## src/design/idj_regs.svh

```systemverilog
// Purpose: Offsets, field positions, encodings and timing counts of the execution block
// Assumes: 32-bit APB data, one aligned word per register
// Notes: Included by the package and the top module
`ifndef IDJ_REGS_SVH
`define IDJ_REGS_SVH

`define IDJ_OFS_CTRL 8'h00
`define IDJ_OFS_OPCODE 8'h04
`define IDJ_OFS_NEXT_WORD 8'h08
`define IDJ_OFS_ACC 8'h0C
`define IDJ_OFS_BANK 8'h10
`define IDJ_OFS_FLAGS 8'h14
`define IDJ_OFS_PCNT 8'h18
`define IDJ_OFS_STATUS 8'h1C
`define IDJ_OFS_RESULT 8'h20

`define IDJ_CTRL_GO 0
`define IDJ_FLAG_CARRY 0
`define IDJ_FLAG_DIGIT 1
`define IDJ_ST_BUSY 0
`define IDJ_ST_SKIP 1
`define IDJ_ST_BAD 2
`define IDJ_ST_CYC_LO 4

`define IDJ_RST_WORD 32'h0000_0000
`define IDJ_RST_BYTE 8'h00
`define IDJ_RST_PC 21'h0_0000
`define IDJ_OP_DEC 6'h01
`define IDJ_OP_DECSZ 6'h0B
`define IDJ_OP_DECSNZ 6'h13
`define IDJ_OP_INC 6'h0A
`define IDJ_OP_INCSZ 6'h0F
`define IDJ_OP_INCSNZ 6'h12
`define IDJ_OP_JUMP 8'hEF
`define IDJ_OP_BCD 16'h0007
`define IDJ_TW_MOVE 4'hC
`define IDJ_TW_CALL 7'h76
`define IDJ_TW_LOAD 10'h3B8
`define IDJ_ACCESS_SPLIT 8'h80
`define IDJ_ACCESS_HIGH 4'hF
`define IDJ_BCD_LIMIT 4'h9
`define IDJ_BCD_ADD 4'h6
`define IDJ_Q_PHASES 2'd3
`define IDJ_PC_STEP 21'h0_0002

`endif

```

## src/design/idj_pkg.sv

```systemverilog
// Purpose: Types and decode helpers shared by the execution block
// Assumes: Encodings come from the constants header
// Notes: Decode is a function as both the top and status logic use it
`include "idj_regs.svh"
package idj_pkg;

    typedef enum logic [3:0] {OP_DEC, OP_DECSZ, OP_DECSNZ, OP_INC, OP_INCSZ, OP_INCSNZ,
                              OP_JUMP, OP_BCD, OP_BAD} idj_op_e;

    typedef enum logic [1:0] {ST_IDLE, ST_EXEC, ST_FLUSH} idj_state_e;

    typedef struct packed {
        idj_op_e op;
        logic dest_file;
        logic bank_sel;
        logic [7:0] file_addr;
    } idj_instr_s;

    typedef struct packed {
        logic rd;
        logic wr;
        logic [11:0] addr;
        logic [7:0] wdata;
    } idj_dmem_req_s;

    function automatic idj_instr_s idj_decode(input logic [15:0] w);
        idj_instr_s d;
        d.dest_file = w[9];
        d.bank_sel = w[8];
        d.file_addr = w[7:0];
        case (w[15:10])
            `IDJ_OP_DEC: d.op = OP_DEC;
            `IDJ_OP_DECSZ: d.op = OP_DECSZ;
            `IDJ_OP_DECSNZ: d.op = OP_DECSNZ;
            `IDJ_OP_INC: d.op = OP_INC;
            `IDJ_OP_INCSZ: d.op = OP_INCSZ;
            `IDJ_OP_INCSNZ: d.op = OP_INCSNZ;
            default: d.op = OP_BAD;
        endcase
        if (w[15:8] == `IDJ_OP_JUMP)
        begin
            d.op = OP_JUMP;
        end
        if (w == `IDJ_OP_BCD)
        begin
            d.op = OP_BCD;
        end
        return d;
    endfunction : idj_decode

    function automatic logic idj_two_word(input logic [15:0] w);
        return (w[15:12] == `IDJ_TW_MOVE) || (w[15:9] == `IDJ_TW_CALL) ||
               (w[15:8] == `IDJ_OP_JUMP) || (w[15:6] == `IDJ_TW_LOAD);
    endfunction : idj_two_word

endpackage : idj_pkg

```

## src/design/idj_addr_map.sv

```systemverilog
// Purpose: Resolve an 8-bit file address into a 12-bit data address
// Assumes: Access bank low half is RAM, high half maps to the top bank
// Notes: Pure combinational
`include "idj_regs.svh"
module idj_addr_map
    import idj_pkg::*;
(
    input wire logic bank_sel,
    input wire logic [7:0] file_addr,
    input wire logic [7:0] bank_select_reg,
    output logic [11:0] data_addr
);
    always_comb
    begin
        if (bank_sel)
        begin
            data_addr = {bank_select_reg[3:0], file_addr};
        end
        else if (file_addr < `IDJ_ACCESS_SPLIT)
        begin
            data_addr = {4'h0, file_addr};
        end
        else
        begin
            data_addr = {`IDJ_ACCESS_HIGH, file_addr};
        end
    end
endmodule : idj_addr_map

```

## src/design/idj_bcd_adjust.sv

```systemverilog
// Purpose: Packed-BCD correction of the accumulator after an addition
// Assumes: Carry and digit carry reflect the preceding addition
// Notes: Low correction may ripple into the high nibble before its test
`include "idj_regs.svh"
module idj_bcd_adjust
    import idj_pkg::*;
(
    input wire logic [7:0] acc_in,
    input wire logic carry_in,
    input wire logic digit_carry,
    output logic [7:0] acc_out,
    output logic carry_out
);
    logic [8:0] lo_sum;
    logic [8:0] hi_sum;
    logic hi_fix;

    always_comb
    begin
        lo_sum = {1'b0, acc_in};
        if ((acc_in[3:0] > `IDJ_BCD_LIMIT) || digit_carry)
        begin
            lo_sum = {1'b0, acc_in} + {5'h00, `IDJ_BCD_ADD};
        end
        // High nibble is corrected when above 9 or when the carry flag is set; a low ripple out of bit 7 just sets carry
        hi_fix = (lo_sum[7:4] > `IDJ_BCD_LIMIT) || carry_in;
        hi_sum = lo_sum;
        if (hi_fix)
        begin
            hi_sum = lo_sum + {1'b0, `IDJ_BCD_ADD, 4'h0};
        end
        acc_out = hi_sum[7:0];
        carry_out = carry_in | lo_sum[8] | hi_sum[8];
    end
endmodule : idj_bcd_adjust

```

## src/design/idj_exec.sv

```systemverilog
// Purpose: Executes increment/decrement-with-skip, long jump and BCD adjust
// Assumes: APB master, data memory answering one clock after a read strobe
// Notes: One instruction cycle is four ref_clk periods (Q1..Q4)
//
// Local design decisions: the APB interface to the registers and the address map.
`include "idj_regs.svh"
module idj_exec
    import idj_pkg::*;
#(
    parameter int PC_W = 21,
    parameter int PADDR_W = 8
)
(
    input wire logic ref_clk,
    input wire logic resetn,
    input wire logic psel,
    input wire logic penable,
    input wire logic pwrite,
    input wire logic [PADDR_W-1:0] paddr,
    input wire logic [31:0] pwdata,
    output logic [31:0] prdata,
    output logic pready,
    output logic pslverr,
    output idj_dmem_req_s dmem_req,
    input wire logic [7:0] dmem_rdata
);
    if (PC_W != 21)
    begin : g_pc_check
        $error("program counter width must be 21");
    end
    if (PADDR_W < 6)
    begin : g_addr_check
        $error("APB address too narrow for register map");
    end

    idj_state_e state;
    logic [1:0] qphase;
    logic [1:0] flush_left;
    logic [15:0] opcode;
    logic [15:0] next_word;
    logic [7:0] acc;
    logic [7:0] bank_select_reg;
    logic carry;
    logic digit_carry;
    logic [PC_W-1:0] program_counter;
    logic [7:0] result;
    logic skipped;
    logic bad_op;
    logic [1:0] cycles_taken;
    idj_instr_s instr;
    idj_instr_s held;
    logic [11:0] data_addr;
    logic [7:0] bcd_value;
    logic bcd_carry;
    logic [7:0] next_result;
    logic skip_now;
    logic [1:0] next_flush;
    logic go_req;
    logic apb_setup;
    logic [7:0] reg_ofs;
    logic busy;
    logic [31:0] next_rdata;
    logic next_err;

    assign instr = idj_decode(opcode);
    assign busy = (state != ST_IDLE);
    assign apb_setup = psel && !penable;
    assign reg_ofs = paddr[7:0];
    assign go_req = apb_setup && pwrite && !busy && (reg_ofs == `IDJ_OFS_CTRL) && pwdata[`IDJ_CTRL_GO];

    idj_addr_map u_addr_map
    (
        .bank_sel(held.bank_sel),
        .file_addr(held.file_addr),
        .bank_select_reg(bank_select_reg),
        .data_addr(data_addr)
    );

    idj_bcd_adjust u_bcd
    (
        .acc_in(acc),
        .carry_in(carry),
        .digit_carry(digit_carry),
        .acc_out(bcd_value),
        .carry_out(bcd_carry)
    );

    // Operand arrives during Q3; arithmetic is taken straight from the memory bus
    always_comb
    begin
        case (held.op)
            OP_DEC, OP_DECSZ, OP_DECSNZ: next_result = dmem_rdata - 8'h01;
            OP_INC, OP_INCSZ, OP_INCSNZ: next_result = dmem_rdata + 8'h01;
            default: next_result = dmem_rdata;
        endcase
    end

    always_comb
    begin
        case (held.op)
            OP_DECSZ, OP_INCSZ: skip_now = (result == 8'h00);
            OP_DECSNZ, OP_INCSNZ: skip_now = (result != 8'h00);
            default: skip_now = 1'b0;
        endcase
        if (skip_now)
        begin
            next_flush = idj_two_word(next_word) ? 2'd2 : 2'd1;
        end
        else if (held.op == OP_JUMP)
        begin
            next_flush = 2'd1;
        end
        else
        begin
            next_flush = 2'd0;
        end
    end

    // Sequencer: one Q-phase counter, then idle cycles for flushes
    always_ff @(posedge ref_clk or negedge resetn)
    begin
        if (!resetn)
        begin
            state <= ST_IDLE;
            qphase <= 2'd0;
            flush_left <= 2'd0;
            held <= '{op: OP_BAD, dest_file: 1'b0, bank_sel: 1'b0, file_addr: 8'h00};
        end
        else
        begin
            case (state)
                ST_IDLE:
                begin
                    qphase <= 2'd0;
                    if (go_req)
                    begin
                        held <= instr;
                        state <= ST_EXEC;
                    end
                end
                ST_EXEC:
                begin
                    qphase <= qphase + 2'd1;
                    if (qphase == `IDJ_Q_PHASES)
                    begin
                        flush_left <= next_flush;
                        state <= (next_flush != 2'd0) ? ST_FLUSH : ST_IDLE;
                    end
                end
                ST_FLUSH:
                begin
                    qphase <= qphase + 2'd1;
                    if (qphase == `IDJ_Q_PHASES)
                    begin
                        flush_left <= flush_left - 2'd1;
                        if (flush_left == 2'd1)
                        begin
                            state <= ST_IDLE;
                        end
                    end
                end
                default: state <= ST_IDLE;
            endcase
        end
    end

    // Data memory strobes: read in Q2, write in Q4
    always_ff @(posedge ref_clk or negedge resetn)
    begin
        if (!resetn)
        begin
            dmem_req <= '{rd: 1'b0, wr: 1'b0, addr: 12'h000, wdata: 8'h00};
        end
        else
        begin
            dmem_req.rd <= 1'b0;
            dmem_req.wr <= 1'b0;
            if (state == ST_EXEC)
            begin
                case (qphase)
                    2'd0:
                    begin
                        dmem_req.addr <= data_addr;
                        dmem_req.rd <= (held.op inside {OP_DEC, OP_DECSZ, OP_DECSNZ, OP_INC, OP_INCSZ, OP_INCSNZ});
                    end
                    2'd2:
                    begin
                        dmem_req.wdata <= next_result;
                        dmem_req.wr <= held.dest_file && (held.op inside {OP_DEC, OP_DECSZ, OP_DECSNZ,
                                                                         OP_INC, OP_INCSZ, OP_INCSNZ});
                    end
                    default:
                    begin
                        dmem_req.rd <= 1'b0;
                    end
                endcase
            end
        end
    end

    // Result, accumulator and carries
    always_ff @(posedge ref_clk or negedge resetn)
    begin
        if (!resetn)
        begin
            result <= 8'h00;
            acc <= `IDJ_RST_BYTE;
            carry <= 1'b0;
            digit_carry <= 1'b0;
            bank_select_reg <= `IDJ_RST_BYTE;
        end
        else if (state == ST_EXEC)
        begin
            if ((qphase == 2'd2) && (held.op != OP_BCD))
            begin
                result <= next_result;
            end
            if (qphase == `IDJ_Q_PHASES)
            begin
                if (held.op == OP_BCD)
                begin
                    acc <= bcd_value;
                    carry <= bcd_carry;
                    result <= bcd_value;
                end
                else if (!held.dest_file && (held.op inside {OP_DEC, OP_DECSZ, OP_DECSNZ,
                                                              OP_INC, OP_INCSZ, OP_INCSNZ}))
                begin
                    acc <= result;
                end
            end
        end
        else if (apb_setup && pwrite && !busy)
        begin
            case (reg_ofs)
                `IDJ_OFS_ACC: acc <= pwdata[7:0];
                `IDJ_OFS_BANK: bank_select_reg <= pwdata[7:0];
                `IDJ_OFS_FLAGS:
                begin
                    carry <= pwdata[`IDJ_FLAG_CARRY];
                    digit_carry <= pwdata[`IDJ_FLAG_DIGIT];
                end
                default: result <= result;
            endcase
        end
    end

    // Program counter, status of the last instruction
    always_ff @(posedge ref_clk or negedge resetn)
    begin
        if (!resetn)
        begin
            program_counter <= `IDJ_RST_PC;
            skipped <= 1'b0;
            bad_op <= 1'b0;
            cycles_taken <= 2'd0;
        end
        else if ((state == ST_EXEC) && (qphase == `IDJ_Q_PHASES))
        begin
            skipped <= skip_now;
            bad_op <= (held.op == OP_BAD);
            cycles_taken <= 2'd1 + next_flush;
            if (held.op == OP_JUMP)
            begin
                // Full 20-bit literal, no paging; bit 0 forced low
                program_counter <= {next_word[11:0], opcode[7:0], 1'b0};
            end
            else
            begin
                program_counter <= program_counter + `IDJ_PC_STEP +
                                   (skip_now ? {19'h0_0000, next_flush} << 1 : 21'h0_0000);
            end
        end
        else if (apb_setup && pwrite && !busy && (reg_ofs == `IDJ_OFS_PCNT))
        begin
            program_counter <= {pwdata[PC_W-1:1], 1'b0};
        end
    end

    // Instruction words: writable only while idle
    always_ff @(posedge ref_clk or negedge resetn)
    begin
        if (!resetn)
        begin
            opcode <= 16'h0000;
            next_word <= 16'h0000;
        end
        else if (apb_setup && pwrite && !busy)
        begin
            if (reg_ofs == `IDJ_OFS_OPCODE)
            begin
                opcode <= pwdata[15:0];
            end
            if (reg_ofs == `IDJ_OFS_NEXT_WORD)
            begin
                next_word <= pwdata[15:0];
            end
        end
    end

    // APB read mux and error decode
    always_comb
    begin
        next_rdata = `IDJ_RST_WORD;
        next_err = 1'b0;
        case (reg_ofs)
            `IDJ_OFS_CTRL: next_rdata = `IDJ_RST_WORD;
            `IDJ_OFS_OPCODE: next_rdata = {16'h0000, opcode};
            `IDJ_OFS_NEXT_WORD: next_rdata = {16'h0000, next_word};
            `IDJ_OFS_ACC: next_rdata = {24'h00_0000, acc};
            `IDJ_OFS_BANK: next_rdata = {24'h00_0000, bank_select_reg};
            `IDJ_OFS_FLAGS: next_rdata = {30'h0000_0000, digit_carry, carry};
            `IDJ_OFS_PCNT: next_rdata = {11'h000, program_counter};
            `IDJ_OFS_STATUS: next_rdata = {26'h000_0000, cycles_taken, 1'b0, bad_op, skipped, busy};
            `IDJ_OFS_RESULT: next_rdata = {24'h00_0000, result};
            default: next_err = 1'b1;
        endcase
        if (pwrite && busy && (reg_ofs != `IDJ_OFS_STATUS))
        begin
            // Changing operands mid-instruction would corrupt it
            next_err = 1'b1;
        end
        if (pwrite && (reg_ofs == `IDJ_OFS_STATUS || reg_ofs == `IDJ_OFS_RESULT))
        begin
            next_err = 1'b1;
        end
        if (paddr[1:0] != 2'b00 || (PADDR_W > 8 && paddr >= PADDR_W'(256)))
        begin
            next_err = 1'b1;
        end
    end

    // Zero-wait slave: answer registered in setup, shown in access phase
    always_ff @(posedge ref_clk or negedge resetn)
    begin
        if (!resetn)
        begin
            pready <= 1'b0;
            pslverr <= 1'b0;
            prdata <= `IDJ_RST_WORD;
        end
        else
        begin
            pready <= apb_setup;
            pslverr <= apb_setup && next_err;
            prdata <= (apb_setup && !pwrite && !next_err) ? next_rdata : `IDJ_RST_WORD;
        end
    end

endmodule : idj_exec

```

## config.mk

```make
export PLATFORM = sky130hd
export DESIGN_NAME = idj_exec
export DESIGN_NICKNAME = d
export VERILOG_FILES = /design/src/design/idj_pkg.sv /design/src/design/idj_addr_map.sv /design/src/design/idj_bcd_adjust.sv /design/src/design/idj_exec.sv
export VERILOG_INCLUDE_DIRS = /design/src /design/src/design
export SDC_FILE = /design/constraint.sdc
export NUM_CORES = 1
export LEC_CHECK = 0
export BUFFER_PORTS_ARGS = -buffer_cell sky130_fd_sc_hd__buf_2
export CAP_MARGIN = 40
export CORE_MARGIN = 3
export CORE_UTILIZATION = 56
export CTS_CLUSTER_DIAMETER = 100
export DETAILED_ROUTE_END_ITERATION = 10
export GPL_TIMING_DRIVEN = 0
export PLACE_DENSITY = 0.78
export SLEW_MARGIN = 20
export SYNTH_ARGS = -nofsm -noshare
export SYNTH_HDL_FRONTEND = slang
export SYNTH_SLANG_ARGS = --single-unit
```

## constraint.sdc

```tcl
create_clock -name ref_clk -period 9.5 [get_ports ref_clk]
set_input_delay 1.425 -clock ref_clk [delete_from_list [all_inputs] [get_ports ref_clk]]
set_output_delay 1.425 -clock ref_clk [all_outputs]
set_load 0.05 [all_outputs]
```

==> metrics.txt <==
die area=0.0163 mm^2; diodes inserted=0; fraction of layout cells with a size suffix above 1=0.229; Max-Cap Viols=0; ANT nets after route=0; Internal=1.08 mW; Max Slew Vio Count=0; Post-Synth Simple-Gate Area=0.157; Tightest Pin Transition=0.971 ns; CTS Buf Count=17; router iterations before antenna repair=9; vias per cell=6.46; Final setup viols=0; final wirelength=roughly 24000 um; Seq pwr share=0.446; largest net degree at the start of global routing=83; Sw Share=0.265; Initial Utilization=0.584; worst reg-to-reg setup slack=5.11 ns; Die Y-Extent=128 um; width of the die=128 um; Reg with most FFs=dmem_req; CTS root buf=clkbuf_16; Synth Cell Area=0.00829 mm^2; main combinational cell family by area after synthesis=compound AO/OA/AOI/OAI gates; Final period util=0.462; CP arrival=~4.7 ns; Comb power frac=0.102; post-synthesis xor/xnor area fraction=0.0254; initial antenna violation count=0; post-synthesis mux area share=0.116; Psw=0.390 mW; Critical Path Sink Type=register; critical path's slowest cell=nor4_1; area grow syn2layout=15.7%; post-synthesis compound-gate area fraction=0.175; grt ovf=0; Detail Placement HPWL=around 17000 um; Ports=approximately 110; global-route wire length before repair=37400 um; RSZ-0062 raised after global routing=no; Yosys top cell area share=0.441; post-CTS sizing=0; HP Class=register to register; buffer count from post-CTS setup fixing=0; post-synthesis cell type count=75; Critical Path RT=9.84 ns; Async S/R FF share, synth=1.00; CP Cell Sequence=nor4_1 > a2bb2oi_1 > nor2_1 > nor2_1 > ha_1 > ha_1 > inv_1 > fa_1 > nand3b_1 > nor4_1 > nand4_1 > xor2_1 > a211o_1 > o21ai_0; GPL Wtd Cong=0.946; most common cell in the netlist=dfrtp_1; Slew HR=0.348; pwr dens=154 mW/mm^2; TritonCTS clock tree=built; htree depth=4; Setup CP Type=register to register; DRC=0; Clk pin slew, worst setup/hold paths=0.06 ns; Site Rows=43; Fmax=0.228 GHz; Post-Synth Adder-Cell Area=0.0350; Hold-fix buffers, CTS=0; Most used DFF post-synth=dfrtp_1; synth warn=0; Post-synth EDFFs=0; setup TNS=0 ns; Final Core Density=0.676; final hold vios=0; vias in the first global route=between 6000 and 7000; status=completed; area leader, netlist=dfrtp_1; post-synthesis cell count=833; Top Registers=dmem_req (22), prdata (21), program_counter (20); mean routed wirelength per cell=roughly 21 um; Post-synth top cells=dfrtp_1, nor2_1, nand2_1; Critical Path Fanout Max=6; Buffers on Ports=85; clock latency on the worst-skew pair=0.43 ns; Via Count=7368; IR drop worst, VDD=0.141 mV; clock sinks=147; Avg Inst Size Synth=around 10 um^2; Startpoint Class=register; clk_skew=0.0110 ns; max FFs per register=22; Yosys reg bits=~150; sequential area share after synthesis=0.444; Area contributors post-synth=dfrtp_1, mux2_2, o21ai_0; Leak=4.55 nW; worst-case clock buffer depth=2; Core Region=about 0.014 mm^2; Clk pwr share=0.452; Layout Nets=1023; initial DRC count=around 910; final critical-path required period=4.39 ns; fill count=1154; slowest cell delay on critical path=slightly below 0.7 ns; Total GRT Usage=0.296
==> power groups by stage <==
stage	sequential, mW	clock, mW	combinational, mW
global route	0.659	0.701	0.165
detailed placement	0.668	0	0.149
global placement	0.668	0	0.145
finish	0.657	0.667	0.151
CTS	0.656	0.672	0.149
floorplan	0.677	0	0.0803
==> cell families after synthesis <==
| family | Yosys count |
|---|---|
| flip-flops | 147 |
| adder cells (fa/ha/maj) | 22 |
| XOR/XNOR | 24 |
| AND/OR/NAND/NOR | 248 |
| multiplexers | 87 |
| AO/OA/AOI/OAI | 221 |
| buffers and inverters | 83 |
| other | 1 |
==> worst max-delay path: cells and delay by family, from the launching register on <==
kind            cells  cell delay [ns]
simple gates        6             2.28
xor+xnor            1             0.18
buf+inv             1             0.05
flops               1             0.45
compound gates      3             0.49
fa+ha+maj           3             0.87
==> through the flow <==
stage	total power, mW	cells	hold WS (ns)	worst slack (ns)	cell area [um^2]
after floorplan	0.757	843	0.451	5.96	8330
after global placement	0.812	1108	0.460	4.89	8980
after detailed placement	0.816	1109	0.473	5.29	9020
after CTS	1.48	1141	0.491	5.21	9600
after global routing	1.52	1141	0.517	4.79	9600
final	1.48	1141	0.486	5.11	9600
==> cells in the final DEF, fill, tap and decap left out, types with 9 or more instances in the layout <==
master	synthesis	final
mux2_1	10	10
nand2_1	64	64
buf_2	12	96
ha_1	20	20
mux2i_1	18	18
clkbuf_16	0	17
inv_1	24	24
buf_4	12	12
nor3_1	17	17
o21ai_0	51	51
a22oi_1	21	21
a31oi_1	17	17
mux2_2	58	58
a211oi_1	13	13
a21oi_1	47	47
conb_1	1	11
nand3_1	11	11
xnor2_1	17	17
nor2_1	66	66
dfrtp_1	146	146
and3_1	16	16
clkbuf_1	32	34
o211ai_1	9	9
a222oi_1	12	12
==> per-layer routing <==
| layer | global-route usage | wire (um) | vias up |
|---|---|---|---|
| li1 | - | - | 3305 |
| met1 | 0.416 | 9900 | 3564 |
| met2 | 0.433 | 10300 | 434 |
| met3 | 0.0988 | 2840 | 65 |
| met4 | 0.100 | 731 | 0 |
| met5 | 0 | 0 | - |
==> worst paths after layout <==
path / start / to / cells after the start
max in group asynchronous: resetn / bank_select_reg[4] / 2
setup / recovery: result[0] / program_counter[20] / 14
hold / removal: dmem_req[0] / dmem_req[0] / 2
setup reg to reg: result[0] / program_counter[20] / 14
min in group asynchronous: resetn / state[1] / 1
hold reg to reg: dmem_req[0] / dmem_req[0] / 2
==> layout make-up <==
cell class | instances | area (um^2) | share of cell area
buffer | 59 | 304 | 0.0317
clock buffer | 20 | 447 | 0.0466
clock inverter | 12 | 131 | 0.0137
inverter | 24 | 90.1 | 0.00939
multi-input combinational | 613 | 4260 | 0.443
sequential | 147 | 3680 | 0.383
tap | 180 | 225 | 0.0235
timing repair buffer | 86 | 463 | 0.0482
Note: power is estimated with default switching activity, not from simulation.
